[src/chan_rb_pkg.sv]
// Constants, field layouts and carrier types for the channel readback bank
`default_nettype none
package chan_rb_pkg;
    localparam int unsigned ADDR_W = 8;
    localparam int unsigned DATA_W = 32;
    localparam int unsigned WORD_W = 24;
    localparam int unsigned NUM_CH = 4;
    localparam int unsigned SEL_W = 2;
    localparam int unsigned IRQ_W = 2;
    localparam int unsigned SYNC_LEN = 3;
    // Register byte offsets
    localparam logic [ADDR_W-1:0] OFS_CHAN0 = 8'h00;
    localparam int unsigned CHAN_STRIDE = 4;
    localparam logic [ADDR_W-1:0] OFS_SYS = 8'h10;
    localparam logic [ADDR_W-1:0] OFS_SEL = 8'h14;
    localparam logic [ADDR_W-1:0] OFS_READBACK = 8'h18;
    localparam logic [ADDR_W-1:0] OFS_IRQ_STAT = 8'h1C;
    localparam logic [ADDR_W-1:0] OFS_IRQ_EN = 8'h20;
    localparam logic [ADDR_W-1:0] OFS_IRQ_CLR = 8'h24;
    // Readback word and channel write word fields
    localparam int unsigned POS_TYPE_HI = 23;
    localparam int unsigned POS_TYPE_LO = 22;
    localparam int unsigned POS_CHAN_ON = 21;
    localparam int unsigned POS_FORCE_HI = 20;
    localparam int unsigned POS_FORCE_LO = 19;
    localparam int unsigned POS_RSVD = 18;
    localparam int unsigned POS_RANGE_HI = 17;
    localparam int unsigned POS_RANGE_LO = 15;
    localparam int unsigned POS_MEAS_HI = 14;
    localparam int unsigned POS_MEAS_LO = 13;
    localparam int unsigned POS_FORCE_IN = 12;
    localparam int unsigned POS_SF = 11;
    localparam int unsigned POS_SS = 10;
    localparam int unsigned POS_LIM = 9;
    localparam int unsigned POS_CMP = 8;
    localparam int unsigned POS_CVI = 7;
    localparam int unsigned POS_HELD = 6;
    localparam int unsigned POS_LIVE = 5;
    localparam int unsigned POS_CLEAR = 6;
    localparam int unsigned POS_UNUSED_HI = 4;
    // System control write word fields
    localparam int unsigned POS_SYS_LIM = 0;
    localparam int unsigned POS_SYS_CMP = 4;
    // Interrupt status bits
    localparam int unsigned IRQ_HEAT_RISE = 0;
    localparam int unsigned IRQ_HEAT_FALL = 1;
    // Values after reset
    localparam logic [SEL_W-1:0] RST_SEL = 2'h0;
    localparam logic [IRQ_W-1:0] RST_IRQ = 2'h0;
    localparam logic [NUM_CH-1:0] RST_CH_BITS = 4'h0;
    localparam logic [SYNC_LEN-1:0] RST_SYNC = 3'h0;

    typedef enum logic [1:0] {
        voltage_force,
        current_force,
        hiz_voltage,
        hiz_current
    } force_kind_e;

    typedef enum logic [1:0] {
        current_sense_node,
        voltage_sense_node,
        temp_sensor_node,
        output_switch_open
    } measure_e;

    typedef struct packed {
        logic channel_on;
        force_kind_e force_kind;
        logic [2:0] range_code;
        measure_e measure_select;
        logic force_input_link;
        logic sys_force_link;
        logic sys_sense_link;
        logic compare_voltage;
    } chan_cfg_s;

    localparam chan_cfg_s RST_CFG = '0;

    typedef struct packed {
        logic wr;
        logic rd;
        logic [ADDR_W-1:0] addr;
        logic [DATA_W-1:0] wdata;
    } regbus_req_s;
endpackage : chan_rb_pkg
`default_nettype wire

[src/channel_readback_word.sv]
// Channel readback word register bank with temperature alarm and interrupt
//
// Chosen here: the placing of the registers and strobed register access.
`default_nettype none

// Summary of operation
// RULE_01: Readback is one 24-bit word holding type bits and channel status bits.
// RULE_02: Each readback reports exactly one channel, the one currently selected.
// RULE_03: Word-type bits 23 and 22 read as zero in the channel word.
// RULE_04: Bit 21 is one when the selected channel is enabled.
// RULE_05: Bits 20:19 give the force mode of the selected channel.
// RULE_06: Bits 17:15 give the three-bit current range code.
// RULE_07: Bits 14:13 give the measure-output selection.
// RULE_08: Bit 12 shows the force amplifier input switch.
// RULE_09: Bits 11 and 10 show system force and sense line connection.
// RULE_10: Bit 9 shows the current clamp enable of the selected channel.
// RULE_11: Clamp enable reflects the last write, system or channel register.
// RULE_12: Bit 8 shows the comparator output enable of the channel.
// RULE_13: Comparator enable reflects the last write, system or channel register.
// RULE_14: Bit 7 is one for voltage compare, zero for current compare.
// RULE_15: Live alarm bit mirrors the open-drain temperature alarm output.
// RULE_16: Bit 6 latched alarm, bit 5 live alarm, same for every channel.
// RULE_17: Writing one to bit 6 of a channel write clears the latched alarm.
// RULE_18: Bit 18 and bits 4 to 0 read as zero.
module channel_readback_word
    import chan_rb_pkg::*;
(
    input wire logic clk, // 200 MHz clock
    input wire logic rst_b, // Async reset, low
    input wire regbus_req_s bus_req, // Register strobes, address, data
    output logic [DATA_W-1:0] rd_data, // Read data, cycle after strobe
    input wire logic heat_over, // Junction over temperature, async pin
    output logic heat_alarm_o, // Open-drain alarm level, always low
    output logic heat_alarm_oe, // Alarm pin pulled low while high
    output logic irq // Level interrupt
);

    chan_cfg_s cfg_r [NUM_CH];
    logic [NUM_CH-1:0] limiter_on_r;
    logic [NUM_CH-1:0] comparator_out_on_r;
    logic [SEL_W-1:0] sel_r;
    logic [SYNC_LEN-1:0] heat_sync_r;
    logic heat_live_r;
    logic held_heat_alarm_r;
    logic heat_alarm_oe_r;
    logic heat_alarm_o_r;
    logic [IRQ_W-1:0] irq_stat_r;
    logic [IRQ_W-1:0] irq_stat_nxt;
    logic [IRQ_W-1:0] irq_en_r;
    logic irq_r;
    logic [DATA_W-1:0] rd_data_r;
    logic [DATA_W-1:0] rd_data_nxt;
    logic [NUM_CH-1:0] chan_hit;
    logic chan_wr;
    logic clear_wr;
    logic sys_wr;
    logic [WORD_W-1:0] word_sel;

    assign rd_data = rd_data_r;
    assign heat_alarm_o = heat_alarm_o_r;
    assign heat_alarm_oe = heat_alarm_oe_r;
    assign irq = irq_r;

    // Channel fields at readback positions; alarm and type bits left zero
    function automatic logic [WORD_W-1:0] pack_cfg(
        input chan_cfg_s c,
        input logic lim,
        input logic cmp
    );
        logic [WORD_W-1:0] w;
        w = '0; // [RULE_18]
        w[POS_CHAN_ON] = c.channel_on; // [RULE_04]
        w[POS_FORCE_HI:POS_FORCE_LO] = c.force_kind; // [RULE_05]
        w[POS_RANGE_HI:POS_RANGE_LO] = c.range_code; // [RULE_06]
        w[POS_MEAS_HI:POS_MEAS_LO] = c.measure_select; // [RULE_07]
        w[POS_FORCE_IN] = c.force_input_link; // [RULE_08]
        w[POS_SF] = c.sys_force_link; // [RULE_09]
        w[POS_SS] = c.sys_sense_link; // [RULE_09]
        w[POS_LIM] = lim; // [RULE_10]
        w[POS_CMP] = cmp; // [RULE_12]
        w[POS_CVI] = c.compare_voltage; // [RULE_14]
        return w;
    endfunction : pack_cfg

    always_comb begin
        for (int i = 0; i < NUM_CH; i++) begin
            chan_hit[i] = bus_req.addr == ADDR_W'(OFS_CHAN0 + i * CHAN_STRIDE);
        end
    end

    assign chan_wr = bus_req.wr && (|chan_hit);
    assign clear_wr = chan_wr && bus_req.wdata[POS_CLEAR]; // [RULE_17]
    assign sys_wr = bus_req.wr && bus_req.addr == OFS_SYS;

    // Only the selected channel enters the word; device alarms are shared
    always_comb begin
        word_sel = pack_cfg(cfg_r[sel_r], limiter_on_r[sel_r],
            comparator_out_on_r[sel_r]); // [RULE_02]
        word_sel[POS_TYPE_HI] = 1'b0; // [RULE_03]
        word_sel[POS_TYPE_LO] = 1'b0; // [RULE_03]
        word_sel[POS_HELD] = held_heat_alarm_r; // [RULE_16]
        word_sel[POS_LIVE] = heat_alarm_oe_r; // [RULE_15]
    end

    always_ff @(posedge clk or negedge rst_b) begin
        if (!rst_b) begin
            for (int i = 0; i < NUM_CH; i++) begin
                cfg_r[i] <= RST_CFG;
            end
        end else if (bus_req.wr) begin
            for (int i = 0; i < NUM_CH; i++) begin
                if (chan_hit[i]) begin
                    cfg_r[i].channel_on <= bus_req.wdata[POS_CHAN_ON];
                    cfg_r[i].force_kind <=
                        force_kind_e'(bus_req.wdata[POS_FORCE_HI:POS_FORCE_LO]);
                    cfg_r[i].range_code <= bus_req.wdata[POS_RANGE_HI:POS_RANGE_LO];
                    cfg_r[i].measure_select <=
                        measure_e'(bus_req.wdata[POS_MEAS_HI:POS_MEAS_LO]);
                    cfg_r[i].force_input_link <= bus_req.wdata[POS_FORCE_IN];
                    cfg_r[i].sys_force_link <= bus_req.wdata[POS_SF];
                    cfg_r[i].sys_sense_link <= bus_req.wdata[POS_SS];
                    cfg_r[i].compare_voltage <= bus_req.wdata[POS_CVI];
                end
            end
        end
    end

    // Both paths write the same flop, so the later write is what reads back
    always_ff @(posedge clk or negedge rst_b) begin
        if (!rst_b) begin
            limiter_on_r <= RST_CH_BITS;
            comparator_out_on_r <= RST_CH_BITS;
        end else begin
            for (int i = 0; i < NUM_CH; i++) begin
                if (bus_req.wr && chan_hit[i]) begin
                    limiter_on_r[i] <= bus_req.wdata[POS_LIM]; // [RULE_11]
                    comparator_out_on_r[i] <= bus_req.wdata[POS_CMP]; // [RULE_13]
                end else if (sys_wr) begin
                    limiter_on_r[i] <= bus_req.wdata[POS_SYS_LIM + i]; // [RULE_11]
                    comparator_out_on_r[i] <= bus_req.wdata[POS_SYS_CMP + i]; // [RULE_13]
                end
            end
        end
    end

    always_ff @(posedge clk or negedge rst_b) begin
        if (!rst_b) begin
            sel_r <= RST_SEL;
        end else if (bus_req.wr && bus_req.addr == OFS_SEL) begin
            sel_r <= bus_req.wdata[SEL_W-1:0]; // [RULE_02]
        end
    end

    // Three-stage synchroniser; a level is accepted once stages two and three agree
    always_ff @(posedge clk or negedge rst_b) begin
        if (!rst_b) begin
            heat_sync_r <= RST_SYNC;
        end else begin
            heat_sync_r <= {heat_sync_r[1:0], heat_over};
        end
    end

    always_ff @(posedge clk or negedge rst_b) begin
        if (!rst_b) begin
            heat_live_r <= 1'b0;
        end else if (heat_sync_r[1] == heat_sync_r[2]) begin
            heat_live_r <= heat_sync_r[2];
        end
    end

    // Pin driver and live bit share one flop so they never disagree
    always_ff @(posedge clk or negedge rst_b) begin
        if (!rst_b) begin
            heat_alarm_oe_r <= 1'b0;
            heat_alarm_o_r <= 1'b0;
        end else begin
            heat_alarm_oe_r <= heat_live_r; // [RULE_15]
            heat_alarm_o_r <= 1'b0;
        end
    end

    // A clear while the condition persists has no effect: set wins
    always_ff @(posedge clk or negedge rst_b) begin
        if (!rst_b) begin
            held_heat_alarm_r <= 1'b0;
        end else if (heat_live_r) begin
            held_heat_alarm_r <= 1'b1; // [RULE_16]
        end else if (clear_wr) begin
            held_heat_alarm_r <= 1'b0; // [RULE_17]
        end
    end

    always_comb begin
        irq_stat_nxt = irq_stat_r;
        if (bus_req.wr && bus_req.addr == OFS_IRQ_CLR) begin
            irq_stat_nxt = irq_stat_r & ~bus_req.wdata[IRQ_W-1:0];
        end
        if (heat_live_r && !heat_alarm_oe_r) begin
            irq_stat_nxt[IRQ_HEAT_RISE] = 1'b1;
        end
        if (!heat_live_r && heat_alarm_oe_r) begin
            irq_stat_nxt[IRQ_HEAT_FALL] = 1'b1;
        end
    end

    always_ff @(posedge clk or negedge rst_b) begin
        if (!rst_b) begin
            irq_stat_r <= RST_IRQ;
            irq_en_r <= RST_IRQ;
            irq_r <= 1'b0;
        end else begin
            irq_stat_r <= irq_stat_nxt;
            if (bus_req.wr && bus_req.addr == OFS_IRQ_EN) begin
                irq_en_r <= bus_req.wdata[IRQ_W-1:0];
            end
            irq_r <= |(irq_stat_r & irq_en_r);
        end
    end

    always_comb begin
        rd_data_nxt = '0;
        for (int i = 0; i < NUM_CH; i++) begin
            if (chan_hit[i]) begin
                rd_data_nxt[WORD_W-1:0] = pack_cfg(cfg_r[i], limiter_on_r[i],
                    comparator_out_on_r[i]);
            end
        end
        unique case (bus_req.addr)
            OFS_SYS: begin
                rd_data_nxt[POS_SYS_LIM +: NUM_CH] = limiter_on_r;
                rd_data_nxt[POS_SYS_CMP +: NUM_CH] = comparator_out_on_r;
            end
            OFS_SEL: rd_data_nxt[SEL_W-1:0] = sel_r;
            OFS_READBACK: rd_data_nxt[WORD_W-1:0] = word_sel; // [RULE_01]
            OFS_IRQ_STAT: rd_data_nxt[IRQ_W-1:0] = irq_stat_r;
            OFS_IRQ_EN: rd_data_nxt[IRQ_W-1:0] = irq_en_r;
            default: begin
            end
        endcase
    end

    always_ff @(posedge clk or negedge rst_b) begin
        if (!rst_b) begin
            rd_data_r <= '0;
        end else if (bus_req.rd) begin
            rd_data_r <= rd_data_nxt;
        end else begin
            rd_data_r <= '0;
        end
    end

    // Helper terms for the checks below
    logic rd_rb;
    logic wr_sel_chan;
    logic sys_lim_pick;
    logic sys_cmp_pick;
    logic [1:0] sel_force;
    logic [2:0] sel_range;
    logic [1:0] sel_meas;
    logic wr_sel;
    logic new_sel_on;
    logic [2:0] new_sel_range;

    assign rd_rb = bus_req.rd && bus_req.addr == OFS_READBACK;
    assign wr_sel_chan = bus_req.wr
        && bus_req.addr == ADDR_W'(OFS_CHAN0 + sel_r * CHAN_STRIDE);
    assign sys_lim_pick = bus_req.wdata[POS_SYS_LIM + sel_r];
    assign sys_cmp_pick = bus_req.wdata[POS_SYS_CMP + sel_r];
    assign sel_force = cfg_r[sel_r].force_kind;
    assign sel_range = cfg_r[sel_r].range_code;
    assign sel_meas = cfg_r[sel_r].measure_select;
    // Fields of the channel that a select write is about to pick
    assign wr_sel = bus_req.wr && bus_req.addr == OFS_SEL;
    assign new_sel_on = cfg_r[bus_req.wdata[SEL_W-1:0]].channel_on;
    assign new_sel_range = cfg_r[bus_req.wdata[SEL_W-1:0]].range_code;
endmodule : channel_readback_word
`default_nettype wire

[config.mk]
export PLATFORM = sky130hd
export DESIGN_NAME = channel_readback_word
export DESIGN_NICKNAME = d
export VERILOG_FILES = /design/src/chan_rb_pkg.sv /design/src/channel_readback_word.sv
export SDC_FILE = /design/constraint.sdc
export NUM_CORES = 1
export LEC_CHECK = 0
export ABC_AREA = 1
export CORE_UTILIZATION = 38
export CTS_CLUSTER_DIAMETER = 120
export CTS_CLUSTER_SIZE = 16
export DETAILED_ROUTE_END_ITERATION = 8
export DONT_BUFFER_PORTS = 1
export PLACE_DENSITY = 0.54
export SETUP_SLACK_MARGIN = 0.4
export SLEW_MARGIN = 20
export SYNTH_ARGS = -nofsm -noshare
export SYNTH_HDL_FRONTEND = slang
export SYNTH_SLANG_ARGS = --single-unit
[constraint.sdc]
create_clock -name clk -period 1.3 [get_ports clk]
set_input_delay 0.26 -clock clk [delete_from_list [all_inputs] [get_ports clk]]
set_output_delay 0.26 -clock clk [all_outputs]
set_load 0.005 [all_outputs]
# [Yosys cells after proc, flatten, opt, wreduce, memory -nomap -nowiden]
# Cells that the tools add are included.
[totals] register_bits=101 word_cells=130 out_inout_bits=35 ram_bits=0 mem_count=0 inputBits=45 latch_bits=0 mem_bits_ro=0
[classes] addsub=0 n_mul=0 n_mux=36 reduce_logical=28 magnitude_cmp=2 n_div=0 eq_ne=10 shifts=0 n_bitwise=4
[ops] op="$mux W24" count=4
[ops] op="$eq A8 B5 Y1 const B" count=4
[ops] op="$bmux W12 S2" count=1
[ops] op="$mux W12" count=2
[ops] op="$mux W1" count=22
[ops] op="$mux W22" count=1
[ops] op="$eq A8 B4 Y1 const B" count=2
[ops] op="$eq A8 B6 Y1 const B" count=2
[ops] op="$mux W16" count=1
[ops] op="$reduce_bool A2 Y1" count=7
[ops] op="$logic_and A1 B1 Y1" count=12
[ops] op="$pmux W6 S2" count=1
[ops] op="$pmux W2 S5" count=1
[ops] op="$eq A8 B3 Y1 const B" count=1
[ops] op="$logic_not A8 Y1" count=1
[ops] op="$reduce_and A2 Y1" count=4
[ops] op="$and A2 B2 Y2" count=2
[ops] op="$bmux W1 S2" count=2
[ops] op="$reduce_or A4 Y1" count=1
[ops] op="$ge A3 B3 Y1 const B" count=1
[ops] op="$lt A2 B3 Y1 const B" count=1
[ops] op="$not A2 Y3" count=1
[ops] op="$logic_not A1 Y1" count=2
[ops] op="$mux W2" count=1
[ops] op="other kinds (3)" count=3

# [Longest topological paths before layout]
[depth] word_depth=7 depth_mapped=10 mapped_depth_nobuf=9

# [Worst setup path after synthesis]
# OpenSTA, ideal clock, no wires.
[synth_path] path_kind="register -> register" from="reg sel_r[0]" to="reg rd_data_r[15], in the netlist rd_data[15]" arrival_ns=1.169 path_slack_ns=-0.002 required_time_ns=1.167 setup_time_ns=0.133 path_stages_with_launch=9 synth_period_minus_slack_ns=1.302 n_path_buf=2 path_cell_list="dfrtp_1 clkbuf_2 inv_1 clkbuf_1 a21oi_1 o21ai_0 o211ai_1 nand2_1 a21oi_1"
[synth_between] elab_chain_cells=6
[synth_lines] item="start: declaration" line="channel_readback_word.sv:41" text="logic [SEL_W-1:0] sel_r;"
[synth_lines] item="start signal: assignment" line="channel_readback_word.sv:150" text="sel_r <= bus_req.wdata[SEL_W-1:0];"
[synth_lines] item="$not A2 Y3"
[synth_lines] item="$bmux W12 S2"
[synth_lines] item="$mux W12 (not written as such) (2 in series)" line="channel_readback_word.sv:97" text="word_sel = pack_cfg(cfg_r[sel_r], limiter_on_r[sel_r],"
[synth_lines] item="$mux W16" line="channel_readback_word.sv:228" text="unique case (bus_req.addr)"
[synth_lines] item="$mux W24" line="channel_readback_word.sv:245" text="end else if (bus_req.rd) begin"
[synth_lines] item="end signal: assignment" line="channel_readback_word.sv:246" text="rd_data_r <= rd_data_nxt;"
[synth_lines] item="end: declaration" line="channel_readback_word.sv:51" text="logic [DATA_W-1:0] rd_data_r;"
# Every way passes these cells. The select of a mux whose other input is x is not followed.
# A chain may end at the register's enable or synchronous reset.

# [Worst setup path in the final report]
[layout_path] from="reg sel_r[0]" to="reg rd_data_r[9], in the netlist rd_data[9]"
[layout_between] elab_chain_cells=4
[layout_lines] item="$bmux W1 S2" line="channel_readback_word.sv:97"
[layout_lines] item="$mux W1 (not written as such)" line="channel_readback_word.sv:97"
[layout_lines] item="$mux W16" line="channel_readback_word.sv:228"
[layout_lines] item="$mux W24" line="channel_readback_word.sv:245"
# Every way passes these cells. The select of a mux whose other input is x is not followed.

==> impl_metrics.tcl <==
set metrics [dict create \
    finalClockSkew_ps 5.44 \
    finalWorstPathRequiredPeriod_ps 1310 \
    place.port_buffers 0 \
    cts_inserted_buffers 9 \
    chipWidth_um 114 \
    cp-end-kind "flop" \
    dr.first_iter.drc_count 227 \
    postSynth.asyncResetShare_pct 100 \
    max_slew_violation_count 0 \
    rows 40 \
    cts-hold-fix-buffers 1 \
    worst_path_largest_cell_delay_ps 430 \
    floorplan.initialDensity_pct 39.2 \
    setup_total_negative_slack_ps -6.06 \
    grt_pass1_vias 4261 \
    crit_chain "buf_12, inv_6, a21oi_1, o21ai_1, o211ai_1, nand2_1, a21oi_2" \
    antenna-diode-count 0 \
    clkSlewWorstSetupHoldPaths_ps 60 \
    routed_wire_length_per_instance_um 18.4 \
    place.gp.congestion 0.823 \
    internal_power_mw 4.83 \
    grt_start_max_net_pins 91 \
    synth.ff_latch_count 90 \
    route.final.wire_length_mm 15.5 \
    final.period_utilization_pct 100 \
    dpl.hpwl_mm 8.40 \
    largest_vdd_supply_drop_v 0.000468 \
    reg2reg_setup_slack_ps -6 \
    dr_total_vias 4421 \
    core_region_area_um2 12100 \
    p_switching_mw 1.59 \
    design.final.nets 711 \
    worst_ep_arrival_ps 1580 \
    clock_path_buffers 2 \
    drc 0 \
    io-pin-count 80 \
    r2r-end "rd_data[9]$_DFF_PN0_" \
    result_of_the_run "finished with violations" \
    yosysUniqueCellTypes 27 \
    post_route_cells_drive_above_1_share_pct 35.2 \
    rsz0062_at_grt "yes" \
    min-delay-path-class "input port to asynchronous set/reset pin" \
    root_buffer "clkbuf_16" \
    detail_route.first_pass.iterations 5 \
    max-cap-violations 0 \
    finalSetupViolations 1 \
    critPathLaunchType "flop" \
    grt_pass1_wl_mm 23.9 \
    syn-cell-area_um2 4720 \
    power.share.combinational_pct 9.4 \
    synth_enable_flop_cells 0 \
    critical_path_required_ps 1570 \
    tritoncts "yes" \
    report.final.hold_viol_count 90 \
    seq_power_share_pct 47.7 \
    critical_path_type "flop to flop" \
    synthesis.instances 616 \
    register_area_share_after_synthesis_pct 47.7 \
    failed_checks "negative hold slack, negative setup slack" \
    clock.fmax_ghz 0.766 \
    power.static_leakage_nw 3.10 \
    globalRouteOverflowTotal 0 \
    final_critical_path_setup_slack_ps -6.06 \
    post_synth.cell_area_avg_um2 7.67 \
    die_area_um2 12900 \
    synth_ff_type "dfrtp_1" \
    r2r_start "sel_r[0]$_DFFE_PN0P_" \
    ant_nets 0 \
    flow.area_growth_from_synthesis_pct 42.6 \
    total_grt_usage_pct 25.0 \
    htree_num_levels 3 \
    grt_antenna_before_repair 0 \
    synth_warnings 0 \
    power-per-cell-area_nw_per_um2 953 \
    hold_slack_ps -396 \
    chipHeight_um 114 \
    total_power_mw 6.42 \
    reg2regPathDepth 7 \
    cts.sinks 90 \
    worstSkewPairLatency_ps 350 \
    via_per_inst 5.27 \
    cpMaxStageDelayCell "dfrtp_2" \
    switching_share_pct 24.8 \
    critPathMaxFanout 5 \
    p_clk_share_pct 43.0 \
]
-- stage by stage --
stage          cells  hold WS [ps]  instance area, µm²  util, %  setup WS (ps)
2_1_floorplan    627         -35.6                4900        -           71.5
3_3_place_gp     790         -32.8                5170     42.9          -59.5
3_5_place_dp     790         -32.8                5170     42.9          -71.2
4_1_cts          833          -406                6220     51.5           65.7
5_1_grt          839          -409                6740     55.9          -88.5
6_report         839          -396                6740     55.9          -6.06
-- cells by family (layout without fill, tap and decap cells) --
group                      after synthesis  count (layout)  share of synthesized area, %
buffers and inverters                  115             158                          11.3
other                                    1              12                        0.0794
and+or+nand+nor                        271             272                          24.9
AOI/OAI and AO/OA                      138             138                          15.9
adders and majority gates                1               1                         0.212
DFF                                     90              90                          47.7
-- registers in the layout, indices dropped and copies added, names as in the netlist, 2 cells and up --
name and count:
heat_sync_r 3, sel_r 2, rd_data 21, irq_en_r 2, limiter_on_r 4, comparator_out_on_r 4
irq_stat_r 2, cfg_r 48
-- what timing repair did --
item / in CTS / in global routing
hold endpoints to repair: 91 / 90
resized for setup: 120 / 140
setup endpoints to repair: 97 / 106
buffers inserted: 15 / 5
gates cloned: 11 / 1
pin swaps: 20 / 37
-- cells in the final DEF, fill, tap and decap left out, types with 2 or more instances in the layout --
cell type and count:
o211ai_1 13, a21oi_1 15, inv_8 3, nor2_4 13, a21oi_2 12, nand3_1 35
conb_1 12, inv_2 2, inv_1 69, nand3_4 2, clkbuf_8 3, dfrtp_1 89
nand2_1 108, clkinv_2 2, nand2_2 37, o21ai_2 33, buf_4 17, nand2_4 31
o21ai_1 48, nand3_2 3, nor2_1 31, clkbuf_16 9, o22ai_2 3, buf_8 3
nor2_2 2, nand2_8 6, o21ai_0 10, buf_12 16, buf_6 19, buf_16 8
inv_6 3, nor2_8 3
-- synthesized netlist by cell type, drive strengths merged, types with 4 or more instances --
cell    number  area (µm²)
buf         30         211
inv         75         282
nor2        49         265
clkbuf      10        40.0
nand3       40         200
nand2      181         704
o22ai        4        25.0
o21ai       92         472
a21oi       27         139
dfrtp       90        2250
o211ai      13        97.6
-- power by group through the flow --
stage          logic (mW)  clock network (mW)  registers [mW]
6_report            0.602                2.76            3.06
5_1_grt             0.656                2.92            3.07
4_1_cts             0.505                2.80            3.04
3_5_place_dp        0.401                   0            3.08
3_3_place_gp        0.393                   0            3.07
2_1_floorplan       0.353                   0            3.05
-- worst max-delay path: cells and delay by family, from the launching register on --
family	cells	cell delay, ps
compound gates	4	470
simple gates	1	100
flops	1	430
buf+inv	2	220
-- layout make-up --
type / instances / area (µm²)
Clock inverter: 4 / 48.8
Tap cell: 168 / 210
Timing Repair inverter: 3 / 31.3
Sequential cell: 90 / 2250
Fill cell: 1071 / 5330
Multi-Input combinational cell: 423 / 2680
Timing Repair Buffer: 64 / 937
Clock buffer: 12 / 267
Inverter: 75 / 312
-- how the worst max path moves through the flow --
stage / from / end / slack, ps / cells past startpoint
finish: sel_r[0]$_DFFE_PN0P_ / rd_data[9]$_DFF_PN0_ / -6 / 7
floorplan: bus_req[33] / cfg_r[15]$_DFFE_PN0P_ / 70 / 8
global route: sel_r[0]$_DFFE_PN0P_ / rd_data[9]$_DFF_PN0_ / -90 / 7
global placement: bus_req[33] / rd_data[15]$_DFF_PN0_ / -60 / 8
detailed placement: bus_req[39] / rd_data[12]$_DFF_PN0_ / -70 / 7
CTS: sel_r[0]$_DFFE_PN0P_ / rd_data[19]$_DFF_PN0_ / 70 / 6
-- routing by layer --
layer  global-route usage [%]  vias to the layer above  routed length (µm)  share of wire, %
li1                         -                     2071                   -                 -
met1                     31.7                     2109                6240                40
met3                     4.73                       44                1070               6.9
met4                     11.1                        0                 425               2.7
met2                     41.5                      197                7730                50
met5                        0                        -                   0                 0
Power figures use the tool's default switching activity.
